==> src/hsw_pkg.sv <==
package hsw_pkg;

   // -----------------------------------------------------------------
   // register map
   // -----------------------------------------------------------------
   localparam logic [5:0] HSW_ADDR_MODE_CTL  = 6'h00;
   localparam logic [5:0] HSW_ADDR_DIRECT_EN = 6'h01;
   localparam logic [5:0] HSW_ADDR_PULLUP    = 6'h02;
   localparam logic [5:0] HSW_ADDR_LOAD_TYPE = 6'h03;
   localparam logic [5:0] HSW_ADDR_SLOPE     = 6'h04;
   localparam logic [5:0] HSW_ADDR_OUT_SW    = 6'h07;

   localparam logic [7:0] HSW_RST_MODE_CTL   = 8'h00;
   localparam logic [3:0] HSW_RST_CHAN       = 4'h0;
   localparam logic [1:0] HSW_RST_LOAD_TYPE  = 2'h0;

   // -----------------------------------------------------------------
   // mode control field positions
   // -----------------------------------------------------------------
   localparam int HSW_BIT_STBY   = 5;
   localparam int HSW_BIT_UNLOCK = 4;
   localparam int HSW_BIT_TH_HI  = 2;
   localparam int HSW_BIT_TH_LO  = 1;
   localparam int HSW_BIT_EN     = 0;

   // -----------------------------------------------------------------
   // frame layout
   // -----------------------------------------------------------------
   localparam int         HSW_OPC_HI      = 7;
   localparam int         HSW_OPC_LO      = 6;
   localparam logic [1:0] HSW_OPC_WRITE   = 2'h0;
   localparam logic [4:0] HSW_LEN_SHORT   = 5'h08;
   localparam logic [4:0] HSW_LEN_LONG    = 5'h10;
   localparam logic [4:0] HSW_LEN_ADDR    = 5'h07;
   localparam logic [7:0] HSW_STATUS_BYTE = 8'h00;

   // -----------------------------------------------------------------
   // case threshold codes: 120, 130, 140 degrees
   // -----------------------------------------------------------------
   localparam logic [1:0] HSW_TH_120 = 2'h0;
   localparam logic [1:0] HSW_TH_130 = 2'h1;
   localparam logic [1:0] HSW_TH_140 = 2'h2;

   typedef struct packed {
      logic       standby_request;
      logic       unlock;
      logic       case_threshold_hi;
      logic       case_threshold_lo;
      logic       enable;
   } hsw_ctl_type;

   typedef struct packed {
      logic [3:0] direct_path_enable_reg;
      logic [3:0] off_pullup_enable_reg;
      logic [1:0] load_type_reg;
      logic [3:0] slope_select_reg;
      logic [3:0] output_switch_reg;
   } hsw_chan_type;

   typedef enum logic [2:0] {
      HSW_FAILSAFE = 3'b001,
      HSW_NORMAL   = 3'b010,
      HSW_STANDBY  = 3'b100
   } hsw_mode_type;

endpackage : hsw_pkg

==> src/hsw_sync.sv <==
`timescale 1ns/100ps
module hsw_sync #(
   parameter int         WIDTH   = 1,
   parameter logic [7:0] RST_VAL = 8'h00
) (
   input  wire logic             mclk_i,
   input  wire logic             rst_i,
   input  wire logic [WIDTH-1:0] d_i,
   output logic      [WIDTH-1:0] q_o
);
   // -----------------------------------------------------------------
   // two-flop synchroniser per bit
   // -----------------------------------------------------------------
   genvar g;
   generate
      for (g = 0; g < WIDTH; g++) begin : g_bit
         logic meta_ff;
         logic hold_ff;
         always_ff @(posedge mclk_i) begin
            if (rst_i) begin
               meta_ff <= RST_VAL[g];
               hold_ff <= RST_VAL[g];
            end else begin
               meta_ff <= d_i[g];
               hold_ff <= meta_ff;
            end
         end
         assign q_o[g] = hold_ff;
      end
   endgenerate
endmodule : hsw_sync

==> src/hsw_output_ctrl.sv <==
`timescale 1ns/100ps
module hsw_output_ctrl
   import hsw_pkg::*;
(
   input  wire logic         mclk_i,
   input  wire logic         rst_i,
   input  wire logic         sck_i,
   input  wire logic         cs_n_i,
   input  wire logic         sdi_i,
   input  wire logic [3:0]   direct_input_pin_i,
   output logic              sdo_o,
   output logic              sdo_oe_n_o,
   output logic [3:0]        chan_on_o,
   output logic [1:0]        led_mode_o,
   output logic [3:0]        fast_slope_o,
   output logic [3:0]        pullup_en_o,
   output logic [1:0]        case_threshold_o,
   output hsw_mode_type      mode_o
);
   // -----------------------------------------------------------------
   // pin synchronisation
   // -----------------------------------------------------------------
   logic [6:0] pins_s;
   logic       sck_s;
   logic       cs_n_s;
   logic       sdi_s;
   logic [3:0] din_s;

   hsw_sync #(
      .WIDTH   (7),
      .RST_VAL (8'h02)
   ) u_sync (
      .mclk_i (mclk_i),
      .rst_i  (rst_i),
      .d_i    ({direct_input_pin_i, sdi_i, cs_n_i, sck_i}),
      .q_o    (pins_s)
   );

   assign sck_s  = pins_s[0];
   assign cs_n_s = pins_s[1];
   assign sdi_s  = pins_s[2];
   assign din_s  = pins_s[6:3];

   // -----------------------------------------------------------------
   // serial frame engine and register bank
   // -----------------------------------------------------------------
   logic         sck_d_ff,  nxt_sck_d;
   logic         cs_d_ff,   nxt_cs_d;
   logic [15:0]  rx_ff,     nxt_rx;
   logic [4:0]   cnt_ff,    nxt_cnt;
   logic [7:0]   rd_ff,     nxt_rd;
   logic         sdo_ff,    nxt_sdo;
   logic         oe_n_ff,   nxt_oe_n;
   hsw_ctl_type  ctl_ff,    nxt_ctl;
   hsw_chan_type chan_ff,   nxt_chan;

   logic         sck_rise;
   logic         sck_fall;
   logic         frame_start;
   logic         frame_end;
   logic [5:0]   rd_addr;
   logic [7:0]   rd_mux;
   logic [7:0]   wr_data;

   assign sck_rise    = sck_s & ~sck_d_ff;
   assign sck_fall    = ~sck_s & sck_d_ff;
   assign frame_start = ~cs_n_s & cs_d_ff;
   assign frame_end   = cs_n_s & ~cs_d_ff;
   assign rd_addr     = {rx_ff[4:0], sdi_s};
   assign wr_data     = rx_ff[7:0];

   always_comb begin
      rd_mux = 8'h00;
      if (rd_addr == HSW_ADDR_MODE_CTL) begin
         rd_mux = {2'h0, ctl_ff.standby_request, ctl_ff.unlock, 1'b0,
                   ctl_ff.case_threshold_hi, ctl_ff.case_threshold_lo, ctl_ff.enable};
      end else if (rd_addr == HSW_ADDR_DIRECT_EN) begin
         rd_mux = {4'h0, chan_ff.direct_path_enable_reg};
      end else if (rd_addr == HSW_ADDR_PULLUP) begin
         rd_mux = {4'h0, chan_ff.off_pullup_enable_reg};
      end else if (rd_addr == HSW_ADDR_LOAD_TYPE) begin
         rd_mux = {6'h00, chan_ff.load_type_reg};
      end else if (rd_addr == HSW_ADDR_SLOPE) begin
         rd_mux = {4'h0, chan_ff.slope_select_reg};
      end else if (rd_addr == HSW_ADDR_OUT_SW) begin
         rd_mux = {4'h0, chan_ff.output_switch_reg};
      end
   end

   always_comb begin
      nxt_sck_d = sck_s;
      nxt_cs_d  = cs_n_s;
      nxt_rx    = rx_ff;
      nxt_cnt   = cnt_ff;
      nxt_rd    = rd_ff;
      nxt_sdo   = sdo_ff;
      nxt_oe_n  = cs_n_s;
      nxt_ctl   = ctl_ff;
      nxt_chan  = chan_ff;
      if (frame_start) begin
         nxt_cnt = 5'h00;
         nxt_rx  = 16'h0000;
         nxt_sdo = HSW_STATUS_BYTE[7];
      end else if (!cs_n_s && sck_rise) begin
         nxt_rx = {rx_ff[14:0], sdi_s};
         if (cnt_ff != 5'h1f) begin
            nxt_cnt = cnt_ff + 5'h01;
         end
         if (cnt_ff == HSW_LEN_ADDR) begin
            nxt_rd = rd_mux;
         end
      end else if (!cs_n_s && sck_fall) begin
         if (cnt_ff < HSW_LEN_SHORT) begin
            nxt_sdo = HSW_STATUS_BYTE[3'h7 - cnt_ff[2:0]];
         end else if (cnt_ff < HSW_LEN_LONG) begin
            nxt_sdo = rd_ff[3'h7 - cnt_ff[2:0]];
         end else begin
            nxt_sdo = 1'b0;
         end
      end else if (frame_end) begin
         if (cnt_ff == HSW_LEN_SHORT && wr_data != 8'h00) begin
            nxt_chan.output_switch_reg = wr_data[3:0];
         end else if (cnt_ff == HSW_LEN_LONG &&
                      rx_ff[8+HSW_OPC_HI:8+HSW_OPC_LO] == HSW_OPC_WRITE) begin
            if (rx_ff[13:8] == HSW_ADDR_MODE_CTL) begin
               nxt_ctl.unlock            = wr_data[HSW_BIT_UNLOCK];
               nxt_ctl.case_threshold_hi = wr_data[HSW_BIT_TH_HI];
               nxt_ctl.case_threshold_lo = wr_data[HSW_BIT_TH_LO];
               nxt_ctl.standby_request = wr_data[HSW_BIT_STBY] & ctl_ff.unlock;
               nxt_ctl.enable          = wr_data[HSW_BIT_EN] & ctl_ff.unlock;
            end else if (rx_ff[13:8] == HSW_ADDR_DIRECT_EN) begin
               nxt_chan.direct_path_enable_reg = wr_data[3:0];
            end else if (rx_ff[13:8] == HSW_ADDR_PULLUP) begin
               nxt_chan.off_pullup_enable_reg = wr_data[3:0];
            end else if (rx_ff[13:8] == HSW_ADDR_LOAD_TYPE) begin
               nxt_chan.load_type_reg = wr_data[1:0];
            end else if (rx_ff[13:8] == HSW_ADDR_SLOPE) begin
               nxt_chan.slope_select_reg = wr_data[3:0];
            end else if (rx_ff[13:8] == HSW_ADDR_OUT_SW) begin
               nxt_chan.output_switch_reg = wr_data[3:0];
            end
         end
      end
   end

   always_ff @(posedge mclk_i) begin
      if (rst_i) begin
         sck_d_ff <= 1'b0;
         cs_d_ff  <= 1'b1;
         rx_ff    <= 16'h0000;
         cnt_ff   <= 5'h00;
         rd_ff    <= 8'h00;
         sdo_ff   <= 1'b0;
         oe_n_ff  <= 1'b1;
         ctl_ff   <= hsw_ctl_type'({HSW_RST_MODE_CTL[5:4], HSW_RST_MODE_CTL[2:0]});
         chan_ff  <= hsw_chan_type'({HSW_RST_CHAN, HSW_RST_CHAN, HSW_RST_LOAD_TYPE,
                                     HSW_RST_CHAN, HSW_RST_CHAN});
      end else begin
         sck_d_ff <= nxt_sck_d;
         cs_d_ff  <= nxt_cs_d;
         rx_ff    <= nxt_rx;
         cnt_ff   <= nxt_cnt;
         rd_ff    <= nxt_rd;
         sdo_ff   <= nxt_sdo;
         oe_n_ff  <= nxt_oe_n;
         ctl_ff   <= nxt_ctl;
         chan_ff  <= nxt_chan;
      end
   end

   // -----------------------------------------------------------------
   // operating mode and channel outputs
   // -----------------------------------------------------------------
   hsw_mode_type mode_ff,   nxt_mode;
   logic [3:0]   on_ff,     nxt_on;
   logic [1:0]   led_ff,    nxt_led;
   logic [3:0]   fast_ff,   nxt_fast;
   logic [3:0]   pull_ff,   nxt_pull;
   logic [1:0]   th_ff,     nxt_th;

   always_comb begin
      if (ctl_ff.enable && !ctl_ff.standby_request) begin
         nxt_mode = HSW_NORMAL;
      end else if (ctl_ff.standby_request && !ctl_ff.enable) begin
         nxt_mode = HSW_STANDBY;
      end else begin
         nxt_mode = HSW_FAILSAFE;
      end
      case (mode_ff)
         HSW_NORMAL: begin
            nxt_on = chan_ff.output_switch_reg |
                     (chan_ff.direct_path_enable_reg & din_s);
         end
         default: begin
            nxt_on = din_s;
         end
      endcase
      nxt_led  = chan_ff.load_type_reg;
      nxt_fast = chan_ff.slope_select_reg;
      nxt_pull = chan_ff.off_pullup_enable_reg;
      if (ctl_ff.case_threshold_hi) begin
         nxt_th = HSW_TH_140;
      end else if (ctl_ff.case_threshold_lo) begin
         nxt_th = HSW_TH_130;
      end else begin
         nxt_th = HSW_TH_120;
      end
   end

   always_ff @(posedge mclk_i) begin
      if (rst_i) begin
         mode_ff <= HSW_FAILSAFE;
         on_ff   <= 4'h0;
         led_ff  <= 2'h0;
         fast_ff <= 4'h0;
         pull_ff <= 4'h0;
         th_ff   <= 2'h0;
      end else begin
         mode_ff <= nxt_mode;
         on_ff   <= nxt_on;
         led_ff  <= nxt_led;
         fast_ff <= nxt_fast;
         pull_ff <= nxt_pull;
         th_ff   <= nxt_th;
      end
   end

   assign sdo_o            = sdo_ff;
   assign sdo_oe_n_o       = oe_n_ff;
   assign chan_on_o        = on_ff;
   assign led_mode_o       = led_ff;
   assign fast_slope_o     = fast_ff;
   assign pullup_en_o      = pull_ff;
   assign case_threshold_o = th_ff;
   assign mode_o           = mode_ff;

endmodule : hsw_output_ctrl

==> config.mk <==
export PLATFORM = sky130hd
export DESIGN_NAME = hsw_output_ctrl
export DESIGN_NICKNAME = d
export VERILOG_FILES = /design/src/hsw_pkg.sv /design/src/hsw_sync.sv /design/src/hsw_output_ctrl.sv
export SDC_FILE = /design/constraint.sdc
export NUM_CORES = 1
export LEC_CHECK = 0
export ABC_CLOCK_PERIOD_IN_PS = 4700
export BUFFER_PORTS_ARGS = -buffer_cell sky130_fd_sc_hd__buf_2
export CAP_MARGIN = 20
export CORE_MARGIN = 2
export CORE_UTILIZATION = 60
export DETAILED_ROUTE_END_ITERATION = 6
export PLACE_DENSITY = 0.85
export RECOVER_POWER = 100
export SETUP_SLACK_MARGIN = 0.05
export SYNTH_ARGS = -nofsm -noshare
export SYNTH_HDL_FRONTEND = slang
export SYNTH_SLANG_ARGS = --single-unit
==> constraint.sdc <==
create_clock -name mclk_i -period 4.7 [get_ports mclk_i]
set_input_delay 1.41 -clock mclk_i [delete_from_list [all_inputs] [get_ports mclk_i]]
set_output_delay 1.41 -clock mclk_i [all_outputs]
set_load 0.005 [all_outputs]
==> results.md <==
- The transition time at the pin with the least slew margin is 2.118 ns.
- Counting flops with a built-in enable in the synthesized netlist gives 0.
- The source of the critical timing path is u_sync.g_bit[1].hold_ff$_SDFF_PP1_.
- In this run the count of I/O pins placed on the die edge is 30.
- The number of flip-flops and latches in the synthesized netlist is 86.
- The class of the worst hold path is flip-flop to flip-flop.
- The analysis attributes to cell leakage a power of 1.472 nW.
- The fraction of final layout cells with drive strength greater than 1 is 12.21%.
- The share of cell area taken by muxes after synthesis is 7.510%.
- The arithmetic-cell share of the synthesized area counting full adders, half adders and majority gates is 1.850%.
- The final estimated routing congestion in global placement is 0.8524.
- The number of hold violations in the final report is 0.
- Entering global routing, the biggest net connects 55 pins.
- The clock reaches the later pin of the worst-skew pair after 0.35 ns.
- The final reports fail on capacitance limit, slew limit.
- The number of global-route vias before repair was 2,278.
- Setup repair after global routing left no endpoint under its margin.
- The total power divided by cell area is 334.5 mW/mm^2.
- The die area is 0.006253 mm^2.
- The final number of setup-violating endpoints is 0.
- For this run, asynchronously set or reset flops after synthesis account for 0%.
- The share of synthesized cell area in and, or, nand and nor gates is 25.79%.
- The endpoint of the lowest-slack register-to-register path is rd_ff[3]$_SDFFE_PP0P_.
- The main combinational cell family by area after synthesis is simple AND/OR/NAND/NOR gates.
- After layout, the minimum clock period comes to 3.235 ns.
- The number of antenna violations at the first check in global routing is 0.
- The overall global routing resource usage is 23.44%.
- The startpoint identified for the worst register-to-register timing path is u_sync.g_bit[1].hold_ff$_SDFF_PP1_.
- The total number of vias is 2,603.
- 0 antenna diodes ended up in the layout.
- The total of buffers placed on input and output ports is 29.
- In the finished design, the share of the clock period the worst path needs comes to 68.82%.
- The library cells used most frequently in the layout, excluding fill and tap cells, are sky130_fd_sc_hd__dfxtp_1, sky130_fd_sc_hd__nand2_1, sky130_fd_sc_hd__a21oi_1, sky130_fd_sc_hd__nor2b_1.
- The CTS sink count is 86.
- Final hold analysis gives a worst-case slack of 0.4419 ns.
- After detailed routing, the number of remaining DRC violations is 0.
- At the placement stage, the worst setup path has a slack of 2.004 ns.
- The cell count after synthesis came out at 366.
- Leaving out fill and tap cells, the most frequent cell in the layout is sky130_fd_sc_hd__dfxtp_1.
- STA puts the critical path data required time at 4.99 ns.
- The setup check on the worst reg-to-reg path leaves a slack of 1.47 ns.
- Averaged over all synthesized cells, the footprint is 9.240 um^2.
- The main flop type after synthesis is sky130_fd_sc_hd__dfxtp_1.
- The max-capacitance violation count is 1.
- The filler cells instantiated in the layout total 457.
- The count of nets left with antenna violations after detail routing is 0.
- The number of rows in the core area is 27.
- In this run the standard cell core region covers 0.005473 mm^2.
- The kind of critical path is flip-flop to flip-flop.
- Measured along the y axis, the die boundary spans 79.08 um.
- The quantity of gates resized following cts is 0.
- TritonCTS built the clock tree.
- Clock skew on the completed layout was measured at 0.01512 ns.
- The sort of element at the end of the critical path is a flip-flop.
- The worst reg2reg path depth is 4.
- From synthesis to final layout, the design area changed by 9.915%.
- The sequential-to-total area share from yosys stat is 50.91%.
- The run finished, with violations left.
- The data arrival time of the worst path is 3.52 ns.
- Counting along the longest clock path gives a buffer depth of 2.
- In this run the worst path has a maximum fanout of 18.
- After detailed routing, the average wire length per cell comes to 14.96 um.
- The number of hold buffers added after CTS was 0.
- The final sum of negative setup slack is 0 ns.
- The critical path ends at rd_ff[3]$_SDFFE_PP0P_.
- Based on the critical path, the design can be clocked at up to 0.3092 GHz.
- The number of nets in the synthesized netlist is 380.
- The H-tree generated during clock tree synthesis spans 3 levels.
- The wire length reported by the detailed router is 6958 um.
- The synthesized netlist devotes 0.7769% of its cell area to XOR and XNOR gates.
- The mapped netlist covers 0.003382 mm^2.
- The final number of max-transition violations was 19.
- Clock-pin slew was measured on the worst setup and hold paths at 0.08 ns.
- The post-layout total power is 0.001244 W.
- The first TritonRoute pass finished after 5 iterations.
- The leftover overflow at the end of global routing is 0.
- The post-CTS setup buffer count is 0.
- The number of distinct library cells after synthesis is 48.
- Yosys printed 0 warnings.
- The number of clock buffers added by TritonCTS is 9.
- Summing the areas of all compound-gate instances in the mapped netlist gives 9.989% of the synthesized area.
- The root buffer cell chosen for the clock tree is sky130_fd_sc_hd__clkbuf_8.
- The initial standard-cell utilization of the core is 61.80%.
- The detailed-route vias per instance is 5.598.
- The detailed router finished its first iteration with 245 violations.
- The net count of the finished layout is 403.
- The kind of start point of the critical path is a flip-flop.
- Setup slack closes at 1.465 ns.
- The first global-routing pass estimated 11,320 um of wire.
- Once detailed placement completed, the half-perimeter wirelength came to 4747 um.
- From left edge to right edge, the die measures 79.08 um.
- The maximum resistive drop on vdd is 242.6 uV.
- Measured against its own limit, the worst slew margin works out to -41.52%.
-- through the flow --
stage                     util [%]  area, um^2  std cells
after floorplan                  -        3382        366
after global placement       64.88        3551        449
after detailed placement     64.88        3551        449
after CTS                    68.24        3735        464
after global routing         67.92        3717        465
final                        67.92        3717        465
-- worst min path at each step --
stage	from	endpoint	cells past startpoint
floorplan	u_sync.g_bit[1].meta_ff$_SDFF_PP1_	u_sync.g_bit[1].hold_ff$_SDFF_PP1_	1
global placement	u_sync.g_bit[1].meta_ff$_SDFF_PP1_	u_sync.g_bit[1].hold_ff$_SDFF_PP1_	1
detailed placement	u_sync.g_bit[1].meta_ff$_SDFF_PP1_	u_sync.g_bit[1].hold_ff$_SDFF_PP1_	1
CTS	u_sync.g_bit[4].meta_ff$_SDFF_PP0_	u_sync.g_bit[4].hold_ff$_SDFF_PP0_	1
global route	u_sync.g_bit[2].meta_ff$_SDFF_PP0_	u_sync.g_bit[2].hold_ff$_SDFF_PP0_	1
finish	u_sync.g_bit[2].meta_ff$_SDFF_PP0_	u_sync.g_bit[2].hold_ff$_SDFF_PP0_	1
-- synthesized netlist by cell type, types with 5 or more instances --
cell type,count,area [um^2]
sky130_fd_sc_hd__nand2b_1,10,62.56
sky130_fd_sc_hd__a21oi_1,35,175.2
sky130_fd_sc_hd__nand2_1,57,214.0
sky130_fd_sc_hd__ha_1,5,62.56
sky130_fd_sc_hd__o21ai_0,7,35.03
sky130_fd_sc_hd__mux2i_1,22,220.2
sky130_fd_sc_hd__clkbuf_1,16,60.06
sky130_fd_sc_hd__nor2b_1,26,162.7
sky130_fd_sc_hd__nor2_1,22,82.58
sky130_fd_sc_hd__inv_1,9,33.78
sky130_fd_sc_hd__nand3_1,7,35.03
sky130_fd_sc_hd__or2_2,5,31.28
sky130_fd_sc_hd__nor3_1,5,25.02
sky130_fd_sc_hd__nor3b_1,8,60.06
sky130_fd_sc_hd__nand4_1,6,37.54
sky130_fd_sc_hd__dfxtp_1,86,1722
-- flip-flops by register name, indices dropped and copies added, names as in the netlist --
register              cells
case_threshold_o          2
chan_ff                   8
chan_on_o                 4
cnt_ff                    5
ctl_ff                    5
fast_slope_o              4
led_mode_o                2
mode_o                    3
nxt_fast                  4
nxt_led                   2
nxt_pull                  4
pullup_en_o               4
rd_ff                     6
rx_ff                    16
sck_d_ff                  1
sdo_o                     1
sdo_oe_n_o                1
u_sync.g_bit.hold_ff      7
u_sync.g_bit.meta_ff      7
-- critical path, stage by stage (launching register included) --
cell and delay, ns:
sky130_fd_sc_hd__dfxtp_1 0.39, sky130_fd_sc_hd__nor3b_1 1.67, sky130_fd_sc_hd__nand4_4 0.34, sky130_fd_sc_hd__or4_1 0.64, sky130_fd_sc_hd__a21oi_1 0.13
-- cells by family after synthesis --
| logic type | after synthesis |
|---|---|
| simple gates | 162 |
| flops | 86 |
| compound gates | 58 |
| buf+inv | 28 |
| mux | 24 |
| fa+ha+maj | 5 |
| xor+xnor | 3 |
-- power by group --
| part | switching [W] | total [W] | internal, W |
|---|---|---|---|
| registers | 0.00000430 | 0.000739 | 0.000735 |
| clock network | 0.000243 | 0.000474 | 0.000232 |
| logic | 0.0000186 | 0.0000299 | 0.0000113 |
-- metal layers --
metal  global-route usage, %  wire (um)  vias to the layer above
li1                        -          -                     1297
met1                   33.11       3235                     1202
met2                   34.41       3154                       85
met3                   5.909        412                       19
met4                   9.310        156                        0
met5                       0          0                        -
-- cell type report --
type	instances	area [um^2]	share of cell area, %
flip-flops and latches	86	1722	46.31
multi-input cells	252	1541	41.47
clock buffers	12	165.2	4.443
repair buffers	31	146.4	3.938
well taps	72	90.09	2.423
inverters	9	33.78	0.9088
clock inverters	3	18.77	0.5049
No activity file was read; power rests on OpenSTA's default activity.
